--- src/bsr_defs.svh ---
// constants for the brake sequencer and run logic
`ifndef BSR_DEFS_SVH
`define BSR_DEFS_SVH

// register byte offsets
`define BSR_OFS_CTRL 8'h00
`define BSR_OFS_MAG 8'h04
`define BSR_OFS_PRE 8'h08
`define BSR_OFS_POST 8'h0c
`define BSR_OFS_APPLY 8'h10
`define BSR_OFS_JOG 8'h14
`define BSR_OFS_STAT 8'h18

// control field positions
`define BSR_CTRL_BRAKE_EN 0
`define BSR_CTRL_MODE_LO 1
`define BSR_CTRL_MODE_HI 2
`define BSR_CTRL_SECURE 3
`define BSR_CTRL_JOG 4

// reset values
`define BSR_RST_DLY 16'h000a
`define BSR_RST_JOG 16'h0064

// timebase
`define BSR_CLK_NS 8
`define BSR_TICK_NS 1000000
`define BSR_TICK_CYC (`BSR_TICK_NS / `BSR_CLK_NS)

`endif

--- src/bsr_pkg.sv ---
// types for the brake sequencer and run logic
`default_nettype none
package bsr_pkg;
	// command decoding modes
	typedef enum logic [1:0] {
		BSR_MODE_LATCHED,
		BSR_MODE_PULSED,
		BSR_MODE_RUN_DIR,
		BSR_MODE_SPARE
	} bsr_mode_e;
	// brake sequence states
	typedef enum logic [2:0] {
		BSR_ST_OFF,
		BSR_ST_MAG,
		BSR_ST_POST,
		BSR_ST_RUN,
		BSR_ST_PRE,
		BSR_ST_APPLY
	} bsr_state_e;
	// contact inputs from the terminal block
	typedef struct packed {
		logic contact_input_two;
		logic contact_input_three;
		logic bidir_digital_line;
		logic safe_disable_input;
	} bsr_contacts_s;
	// drive outputs to the power stage and ramp
	typedef struct packed {
		logic brake_release;
		logic ramp_hold;
		logic drive_enable;
		logic run_fwd;
		logic run_rev;
		logic jog_active;
	} bsr_drive_s;
endpackage
`default_nettype wire

--- src/bsr_brake_run.sv ---
// brake sequencer and run/stop command decoder with apb registers
//
// Functional notes
// with brake enabled and release conditions met, magnetisation delay starts first.
// magnetisation delay expiry releases the brake output.
// ramp held constant while magnetisation delay counts.
// below apply threshold on stop, pre-apply delay postpones brake apply.
// post-release delay starts at release; ramp stays locked until it ends.
// brake apply delay keeps torque; at its end output stage turns off.
// three command decoding modes are offered.
// latched mode: input two forward, input three reverse, release stops.
// pulsed mode: pulse two forward, bidir pulse reverse, input three stops.
// pulsed mode reversal accepted only after a stop.
// run-direction mode: input two run/stop, input three direction.
// mode choice reassigns digital input functions automatically.
// mode and safe-disable type change only with output disabled.
// safe-disable input acts as unlock or as secure disable.
// asserted jog input selects programmed jog speed as reference; here jog is ignored while a reverse run is decoded.
// brake delays are down-counters on a fixed timebase tick.
// below apply threshold without stop keeps brake control active.
`include "bsr_defs.svh"
`default_nettype none
module bsr_brake_run #(
	parameter int TICK_CYCLES = `BSR_TICK_CYC
) (
	// clock and reset
	input wire logic ref_clk,
	input wire logic rst,
	// apb slave
	input wire logic [7:0] paddr,
	input wire logic psel,
	input wire logic penable,
	input wire logic pwrite,
	input wire logic [31:0] pwdata,
	output logic [31:0] prdata,
	output logic pready,
	output logic pslverr,
	// contacts and drive thresholds
	input wire bsr_pkg::bsr_contacts_s contacts,
	input wire logic release_ok,
	input wire logic below_apply,
	// drive outputs
	output bsr_pkg::bsr_drive_s drive,
	output logic [15:0] speed_ref
);
	import bsr_pkg::*;

	typedef struct packed {
		logic [31:0] prdata;
		logic pready;
		logic pslverr;
		logic brake_en;
		bsr_mode_e mode;
		logic secure;
		logic jog_sel;
		logic [15:0] mag_dly;
		logic [15:0] pre_dly;
		logic [15:0] post_dly;
		logic [15:0] apply_dly;
		logic [15:0] jog_speed;
		logic [16:0] tick_cnt;
		logic tick;
		logic [15:0] cnt;
		bsr_state_e state;
		logic in2_prev;
		logic dio_prev;
		bsr_drive_s drive;
		logic [15:0] speed_ref;
	} bsr_regs_s;

	bsr_regs_s st_r;
	bsr_regs_s st_nxt;

	// down-counter step on tick, saturating at zero
	function automatic logic [15:0] bsr_dec(input logic [15:0] v, input logic t);
		bsr_dec = (t && v != 16'h0000) ? v - 16'h0001 : v;
	endfunction

	// zero-extend a 16-bit field to a bus word
	function automatic logic [31:0] bsr_word(input logic [15:0] v);
		bsr_word = {16'h0000, v};
	endfunction

	// combinational helpers
	logic wr_en;
	logic rd_setup;
	logic hit;
	logic unlock;
	logic secure_off;
	logic run_req;
	logic expired;
	logic jog_in;
	logic in2_rise;
	logic dio_rise;

	// bus strobes and address decode
	assign wr_en = psel && penable && pwrite && st_r.pready;
	assign rd_setup = psel && !penable;
	assign hit = paddr == `BSR_OFS_CTRL || paddr == `BSR_OFS_MAG || paddr == `BSR_OFS_PRE ||
		paddr == `BSR_OFS_POST || paddr == `BSR_OFS_APPLY || paddr == `BSR_OFS_JOG || paddr == `BSR_OFS_STAT;

	// unlock or secure disable
	assign unlock = st_r.secure || contacts.safe_disable_input;
	assign secure_off = st_r.secure && !contacts.safe_disable_input;
	// bidir line is jog only outside pulsed mode
	assign jog_in = st_r.jog_sel && st_r.mode != BSR_MODE_PULSED && contacts.bidir_digital_line;
	assign in2_rise = contacts.contact_input_two && !st_r.in2_prev;
	assign dio_rise = contacts.bidir_digital_line && !st_r.dio_prev;
	// delay ends on the tick seen at zero
	assign expired = st_r.tick && st_r.cnt == 16'h0000;

	// next-state logic
	always_comb begin
		st_nxt = st_r;
		st_nxt.in2_prev = contacts.contact_input_two;
		st_nxt.dio_prev = contacts.bidir_digital_line;
		// fixed timebase tick
		st_nxt.tick = 1'b0;
		if (st_r.tick_cnt == 17'(TICK_CYCLES - 1)) begin
			st_nxt.tick_cnt = 17'h00000;
			st_nxt.tick = 1'b1;
		end else begin
			st_nxt.tick_cnt = st_r.tick_cnt + 17'h00001;
		end

		// apb answer one cycle after setup
		st_nxt.pready = rd_setup;
		st_nxt.pslverr = rd_setup && !hit;
		st_nxt.prdata = 32'h00000000;
		if (rd_setup && !pwrite) begin
			case (paddr)
				`BSR_OFS_CTRL: st_nxt.prdata = {27'h0000000, st_r.jog_sel, st_r.secure, st_r.mode, st_r.brake_en};
				`BSR_OFS_MAG: st_nxt.prdata = bsr_word(st_r.mag_dly);
				`BSR_OFS_PRE: st_nxt.prdata = bsr_word(st_r.pre_dly);
				`BSR_OFS_POST: st_nxt.prdata = bsr_word(st_r.post_dly);
				`BSR_OFS_APPLY: st_nxt.prdata = bsr_word(st_r.apply_dly);
				`BSR_OFS_JOG: st_nxt.prdata = bsr_word(st_r.jog_speed);
				`BSR_OFS_STAT: st_nxt.prdata = {20'h00000, 3'(st_r.state), 3'h0, st_r.drive};
				default: st_nxt.prdata = 32'h00000000;
			endcase
		end
		if (wr_en) begin
			case (paddr)
				`BSR_OFS_CTRL: begin
					st_nxt.jog_sel = pwdata[`BSR_CTRL_JOG];
					// mode, input type and brake enable frozen while output enabled
					if (!st_r.drive.drive_enable) begin
						st_nxt.brake_en = pwdata[`BSR_CTRL_BRAKE_EN];
						st_nxt.mode = bsr_mode_e'(pwdata[`BSR_CTRL_MODE_HI:`BSR_CTRL_MODE_LO]);
						st_nxt.secure = pwdata[`BSR_CTRL_SECURE];
					end
				end
				`BSR_OFS_MAG: st_nxt.mag_dly = pwdata[15:0];
				`BSR_OFS_PRE: st_nxt.pre_dly = pwdata[15:0];
				`BSR_OFS_POST: st_nxt.post_dly = pwdata[15:0];
				`BSR_OFS_APPLY: st_nxt.apply_dly = pwdata[15:0];
				`BSR_OFS_JOG: st_nxt.jog_speed = pwdata[15:0];
				default: st_nxt.jog_speed = st_r.jog_speed;
			endcase
		end

		// command decoding by mode
		case (st_r.mode)
			BSR_MODE_LATCHED: begin
				// held contacts, release stops
				st_nxt.drive.run_fwd = contacts.contact_input_two && !contacts.contact_input_three;
				st_nxt.drive.run_rev = contacts.contact_input_three && !contacts.contact_input_two;
			end
			BSR_MODE_PULSED: begin
				// pulses start, input three stops
				if (contacts.contact_input_three) begin
					st_nxt.drive.run_fwd = 1'b0;
					st_nxt.drive.run_rev = 1'b0;
				end else if (in2_rise && !st_r.drive.run_rev) begin
					// no reversal without stop
					st_nxt.drive.run_fwd = 1'b1;
				end else if (dio_rise && !st_r.drive.run_fwd) begin
					st_nxt.drive.run_rev = 1'b1;
				end
			end
			BSR_MODE_RUN_DIR: begin
				// run contact and direction contact
				st_nxt.drive.run_fwd = contacts.contact_input_two && !contacts.contact_input_three;
				st_nxt.drive.run_rev = contacts.contact_input_two && contacts.contact_input_three;
			end
			default: begin
				st_nxt.drive.run_fwd = 1'b0;
				st_nxt.drive.run_rev = 1'b0;
			end
		endcase
		// jog runs forward at jog speed unless a reverse run is decoded
		st_nxt.drive.jog_active = jog_in && !(st_nxt.drive.run_rev);
		if (st_nxt.drive.jog_active) begin
			st_nxt.drive.run_fwd = 1'b1;
		end
		st_nxt.speed_ref = st_nxt.drive.jog_active ? st_r.jog_speed : 16'h0000;
		// decoded command gated by the unlock input, kept inside this process to avoid a loop
		run_req = (st_nxt.drive.run_fwd || st_nxt.drive.run_rev) && unlock;

		// brake sequence
		st_nxt.cnt = bsr_dec(st_r.cnt, st_r.tick);
		case (st_r.state)
			BSR_ST_OFF: begin
				if (run_req && !secure_off) begin
					// magnetise before release
					st_nxt.state = st_r.brake_en ? BSR_ST_MAG : BSR_ST_RUN;
					st_nxt.cnt = st_r.mag_dly;
				end
			end
			BSR_ST_MAG: begin
				if (!run_req) begin
					st_nxt.state = BSR_ST_OFF;
				end else if (!release_ok) begin
					// timer runs only with conditions met
					st_nxt.cnt = st_r.mag_dly;
				end else if (expired) begin
					// release brake, R5: start post delay
					st_nxt.state = BSR_ST_POST;
					st_nxt.cnt = st_r.post_dly;
				end
			end
			BSR_ST_POST: begin
				// ramp locked until expiry
				if (expired) begin
					st_nxt.state = BSR_ST_RUN;
				end
			end
			BSR_ST_RUN: begin
				// stop below threshold; R17: no stop keeps brake open
				if (below_apply && !run_req) begin
					st_nxt.state = st_r.brake_en ? BSR_ST_PRE : BSR_ST_OFF;
					st_nxt.cnt = st_r.pre_dly;
				end
			end
			BSR_ST_PRE: begin
				if (run_req) begin
					st_nxt.state = BSR_ST_RUN;
				end else if (expired) begin
					// apply brake and hold torque
					st_nxt.state = BSR_ST_APPLY;
					st_nxt.cnt = st_r.apply_dly;
				end
			end
			BSR_ST_APPLY: begin
				// output off after apply delay
				if (expired) begin
					st_nxt.state = BSR_ST_OFF;
				end
			end
			default: st_nxt.state = BSR_ST_OFF;
		endcase
		// secure disable cuts the output at once
		if (secure_off) begin
			st_nxt.state = BSR_ST_OFF;
		end

		// outputs follow the next state
		st_nxt.drive.drive_enable = st_nxt.state != BSR_ST_OFF;
		// brake output only exists while brake control is enabled
		st_nxt.drive.brake_release = st_nxt.brake_en &&
			(st_nxt.state == BSR_ST_POST || st_nxt.state == BSR_ST_RUN || st_nxt.state == BSR_ST_PRE);
		// ramp frozen while magnetising and until post delay ends
		st_nxt.drive.ramp_hold = st_nxt.state == BSR_ST_MAG || st_nxt.state == BSR_ST_POST;
	end

	// state register
	always_ff @(posedge ref_clk or posedge rst) begin
		if (rst) begin
			st_r <= '0;
			st_r.mag_dly <= `BSR_RST_DLY;
			st_r.pre_dly <= `BSR_RST_DLY;
			st_r.post_dly <= `BSR_RST_DLY;
			st_r.apply_dly <= `BSR_RST_DLY;
			st_r.jog_speed <= `BSR_RST_JOG;
			st_r.state <= BSR_ST_OFF;
			st_r.mode <= BSR_MODE_LATCHED;
		end else begin
			st_r <= st_nxt;
		end
	end

	// output wiring
	assign prdata = st_r.prdata;
	assign pready = st_r.pready;
	assign pslverr = st_r.pslverr;
	assign drive = st_r.drive;
	assign speed_ref = st_r.speed_ref;
endmodule // bsr_brake_run
`default_nettype wire

--- config.mk ---
export PLATFORM = sky130hd
export DESIGN_NAME = bsr_brake_run
export DESIGN_NICKNAME = d
export VERILOG_FILES = /design/src/bsr_pkg.sv /design/src/bsr_brake_run.sv
export VERILOG_INCLUDE_DIRS = /design/src
export SDC_FILE = /design/constraint.sdc
export NUM_CORES = 1
export LEC_CHECK = 0
export ABC_AREA = 1
export BUFFER_PORTS_ARGS = -buffer_cell sky130_fd_sc_hd__buf_2
export CORE_MARGIN = 5
export CORE_UTILIZATION = 55
export CTS_BUF_LIST = sky130_fd_sc_hd__clkbuf_4 sky130_fd_sc_hd__clkbuf_8
export DETAILED_ROUTE_END_ITERATION = 10
export PLACE_DENSITY = 0.76
export SYNTH_ARGS = -nofsm -noshare
export SYNTH_HDL_FRONTEND = slang
export SYNTH_SLANG_ARGS = --single-unit
--- constraint.sdc ---
create_clock -name ref_clk -period 5.3 [get_ports ref_clk]
set_input_delay 0.265 -clock ref_clk [delete_from_list [all_inputs] [get_ports ref_clk]]
set_output_delay 0.265 -clock ref_clk [all_outputs]
set_load 0.02 [all_outputs]
; After elaboration in Yosys (flattened, before gate mapping)
; Index checks and enable logic that the tools add are counted.
[word_totals]
register_bits = 180
inputBits = 51
output_inout_bits = 56
wordCells = 144
[classes]
add_sub_neg = 2
n_eq_ne = 19
muxes = 37
bitwise_logic = 1
n_reduce_logical = 60
[op_table]
columns = cell, n
row1 = $mux W16, 11
row2 = $pmux W16 S7, 1
row3 = $mux W85, 1
row4 = $mux W19, 4
row5 = $pmux W16 S4, 1
row6 = $eq A8 B5 Y1 const B, 3
row7 = $logic_and A1 B1 Y1, 23
row8 = $mux W3, 7
row9 = $pmux W3 S6, 1
row10 = $add A17 B1 Y17 const B, 1
row11 = $eq A17 B17 Y1 const B, 1
row12 = $mux W17, 1
row13 = $eq A8 B4 Y1 const B, 2
row14 = $logic_not A16 Y1, 1
row15 = $reduce_bool A16 Y1, 1
row16 = $sub A16 B1 Y16 const B, 1
row17 = $logic_not A1 Y1, 13
row18 = $eq A3 B2 Y1 const B, 4
row19 = $reduce_and A2 Y1, 6
row20 = $logic_or A1 B1 Y1, 11
row21 = $eq A3 B3 Y1 const B, 3
row22 = $eq A8 B3 Y1 const B, 1
row23 = $logic_not A8 Y1, 1
row24 = $eq A3 B1 Y1 const B, 2
row25 = 13 further kinds, 18

; Depth between registers and ports, before layout
[logic_depth]
depth_word = 21
mapped_depth = 15
mapped_depth_nobuf = 15

; Worst setup path after synthesis
; Ideal clock, no wire load.
[synth_path]
path_type = reg-to-reg
startpoint = reg st_r[27] in the netlist's numbering
endpoint = reg st_r[32] in the netlist's numbering
setup_time_ns = 0.119
t_arrival_ns = 1.795
required_time_ns = 5.181
path_slack_ns = 3.387
path_stages_with_launch = 16
path_buffers = 1
period_less_slack_ns = 1.913
cell_sequence = dfrtp_1 > inv_1 > ha_1 > nand3_1 > nor2_2 > a21oi_4 > buf_6 > nand2_2 > o21ai_2 > o21ai_2 > nand2_1 > nand3_1 > nand2_1 > o21ai_1 > nor2_1 > nand2_1
[synth_rtl]
columns = item, line_no
row1 = start: declaration, bsr_brake_run.sv:71  ; bsr_regs_s st_r;
row2 = start signal: assignment, bsr_brake_run.sv:278  ; st_r <= st_nxt;

==> results.cfg <==
[outcome]
status = finished clean

[setup_path]
cp-start-kind = flop
required_ps = 5650
rr_endpoint = st_r[42]$_DFF_PP0_
critical_path_class = reg -> reg
cp_num_cells = 11
path_max_fanout = 11
cp-end-kind = flop
cp_top_family = simple AND/OR/NAND/NOR gates
path_common_cell = nand2_1
worstRegToRegCells = 11
cp_slowest_cell = nor2_1
max_stage_delay_ps = 760
r2r_start = st_r[27]$_DFF_PP0_
critPathArrivalTime_ps = 3280
worst-path-buf-inv = 1
reg2reg_slack_ps = 2370
path_cells = inv_1 > ha_1 > nand3_1 > nor2_2 > nand2_1 > nor2_1 > nand2_1 > a21boi_2 > nand4_1 > nand2_1 > nand3_1

[synthesis]
syn_avg_cell_area_sq_um = 7.78
netlist_area_sq_um = 8990
synth_edf_count = 0
ys_ff_latch = 164
syn_inst = 1155
postSynth.asyncResetShare_pct = 100
synth_area_leader_cell = dfrtp_1
synth_top_area_share_pct = 42.6
synth_seq_area_share_pct = 45.8
synth-main-ff-cell = dfrtp_1
synth_top_family_by_area = simple AND/OR/NAND/NOR gates
synthAdderAreaFrac_pct = 0.418
synthSimpleGateAreaFrac_pct = 23.2
yosysUniqueCellTypes = 48
synth_compound_area_share_pct = 17.0
muxShareOfSynthArea_pct = 0
synth_top_cells_by_area = dfrtp_1, nand2_1, o21ai_0
yosys.area_share.xor_xnor_pct = 1.85
yosysWarnings = 0

[cts]
numCtsBuffers = 17
clk_pin_slew_ps = 90
cts_resized = 0
cts_tree = built
cts_root_buffer = clkbuf_8
cts.sinks = 164
clock_path_buffers = 2
clk_latency_ps = 470
h-tree-depth = 4

[power_and_ir_drop]
p_total_w = 0.00261
p_leak_nw = 4.42
powerDensity_nw_per_um2 = 271
vdd_drop_max_v = 0.000170

[placement]
port_buffers = 74
dp_hpwl_um = 17100
gp_congestion = 1.02

[finish]
num-nets-final = 1235
layout-drive-gt1-share_pct = 14.8
fillCellCount = 1430
layout.area.seq_sq_um = 4120
area.growth.synth_to_final_pct = 7.03
antenna_cells = 0
multiInputGateArea_sq_um = 3880
utilization_pct = 60.3

[sta]
setup-tns-final_ps = 0
slew_viol_final = 0
maxSlewHeadroom_pct = 23.4
fin_hold_ws_ps = 9.27
period_needed_ps = 2930
fmax_mhz = 341
rsz0062_at_grt = false
setup_viol = 0
hold_viol_final = 0
period_share_pct = 55.3
worstMarginPinSlew_ps = 1140
finalClockSkew_ps = 12.1

[drt]
finalWirelength_um = 24600
routedWlPerCell_um = 17.5
drc_errors = 0
drt-pass1-iter-count = 5
drt_iter0_drc = 1015
viasPerCell = 5.72
antenna_left = 0
vias = 8065

[die]
dieArea_sq_um = 19000
rows = 46
initial_utilization_pct = 56.4
die_height_um = 138
dieWidth_um = 138
placeableCoreArea_sq_um = 15900
io_pins = 107

[run]
cap_violations = 0

[global_route]
grt_max_degree = 111
grt_pass1_wl_um = 39500
overflow = 0
antenna_found_initial = 1
grt_pass1_vias = 7564
grtUsageTotal_pct = 27.1

[worst_hold_path]
hold_class = in -> async
## state kept, by name, summed over array words and instances (netlist names)
signal,flops
st_r,124
prdata,16
speed_ref,16
drive,6
pready,1
pslverr,1
## power breakdown
part	switching [W]	internal (W)	leakage, nW	total, W
sequential	0.0000449	0.00128	2.18	0.00133
clock	0.000490	0.000481	0.216	0.000970
combinational	0.000207	0.000104	2.03	0.000312
## routing by layer
layer  vias up  wire length, um  GRT usage (%)
met4         2              638           9.33
met5         -                7              0
met1      3799            10800           39.8
met3        58             2350           5.73
met2       446            10900           40.0
li1       3760                -              -
## cells by family after synthesis
group	count (synthesis)
simple gates	482
compound gates	269
buf+inv	217
flops	164
xor+xnor	19
fa+ha+maj	3
other cells	1
## worst max path at each step
| stage | startpoint | to | slack (ps) |
|---|---|---|---|
| floorplan | rst | drive[0]$_DFF_PP0_ | 620 |
| global placement | paddr[5] | st_r[112]$_DFFE_PP1P_ | 2300 |
| detailed placement | paddr[5] | st_r[109]$_DFFE_PP0P_ | 2190 |
| CTS | st_r[27]$_DFF_PP0_ | st_r[41]$_DFF_PP0_ | 2470 |
| global route | st_r[27]$_DFF_PP0_ | st_r[42]$_DFF_PP0_ | 2230 |
| finish | st_r[27]$_DFF_PP0_ | st_r[42]$_DFF_PP0_ | 2370 |
## layout make-up
cell class,count,area share [%]
flip-flops and latches,164,42.8
multi-input cells,789,40.3
inverters,126,4.97
clock inverters,11,1.46
clock buffers,21,3.01
repair buffers,83,4.63
well taps,216,2.81
## layout by cell type, fill, tap and decap left out, types with 6 or more instances in the layout
cell	n
dfrtp_1	153
conb_1	16
buf_2	74
buf_4	6
nor2_1	104
o22ai_1	12
nand4_1	17
a21oi_1	50
o21ai_1	11
dfstp_2	11
o21ai_2	7
clkbuf_8	21
xor2_1	13
a31oi_1	13
nor2_2	14
o21ai_0	140
nand2_1	266
inv_1	118
nand3_1	39
nor3_1	11
o211ai_1	11
a221oi_1	11
xnor2_1	6
## metrics by stage
step                setup WS [ps]  cells  instance area [sq um]
finish                       2370   1410                   9620
global route                 2230   1410                   9620
CTS                          2470   1410                   9620
detailed placement           2190   1375                   9160
global placement             2300   1375                   9160
floorplan                     620   1170                   9040
## cells in the mapped netlist (2+ instances only)
cell	n
a21oi_1	50
a21oi_2	3
a221oi_1	11
a31oi_1	13
a41oi_1	2
buf_2	4
buf_4	56
buf_6	3
clkbuf_1	28
clkinv_1	3
dfrtp_1	153
dfstp_2	11
ha_1	3
inv_1	119
inv_2	4
nand2_1	266
nand2_2	5
nand2_4	2
nand3_1	39
nand3_2	4
nand3b_1	2
nand4_1	17
nor2_1	104
nor2_2	14
nor3_1	12
nor3_2	4
nor4_1	2
o211ai_1	11
o21a_1	3
o21ai_0	140
o21ai_1	11
o21ai_2	7
o21bai_1	2
o22ai_1	12
or2_2	5
xnor2_1	6
xor2_1	13
## timing repair
action | CTS | global route
endpoints found under the hold margin | 4 | 0
setup buffers | 0 | 0
hold buffers | 3 | 0
(Power assumes the default switching activity.)
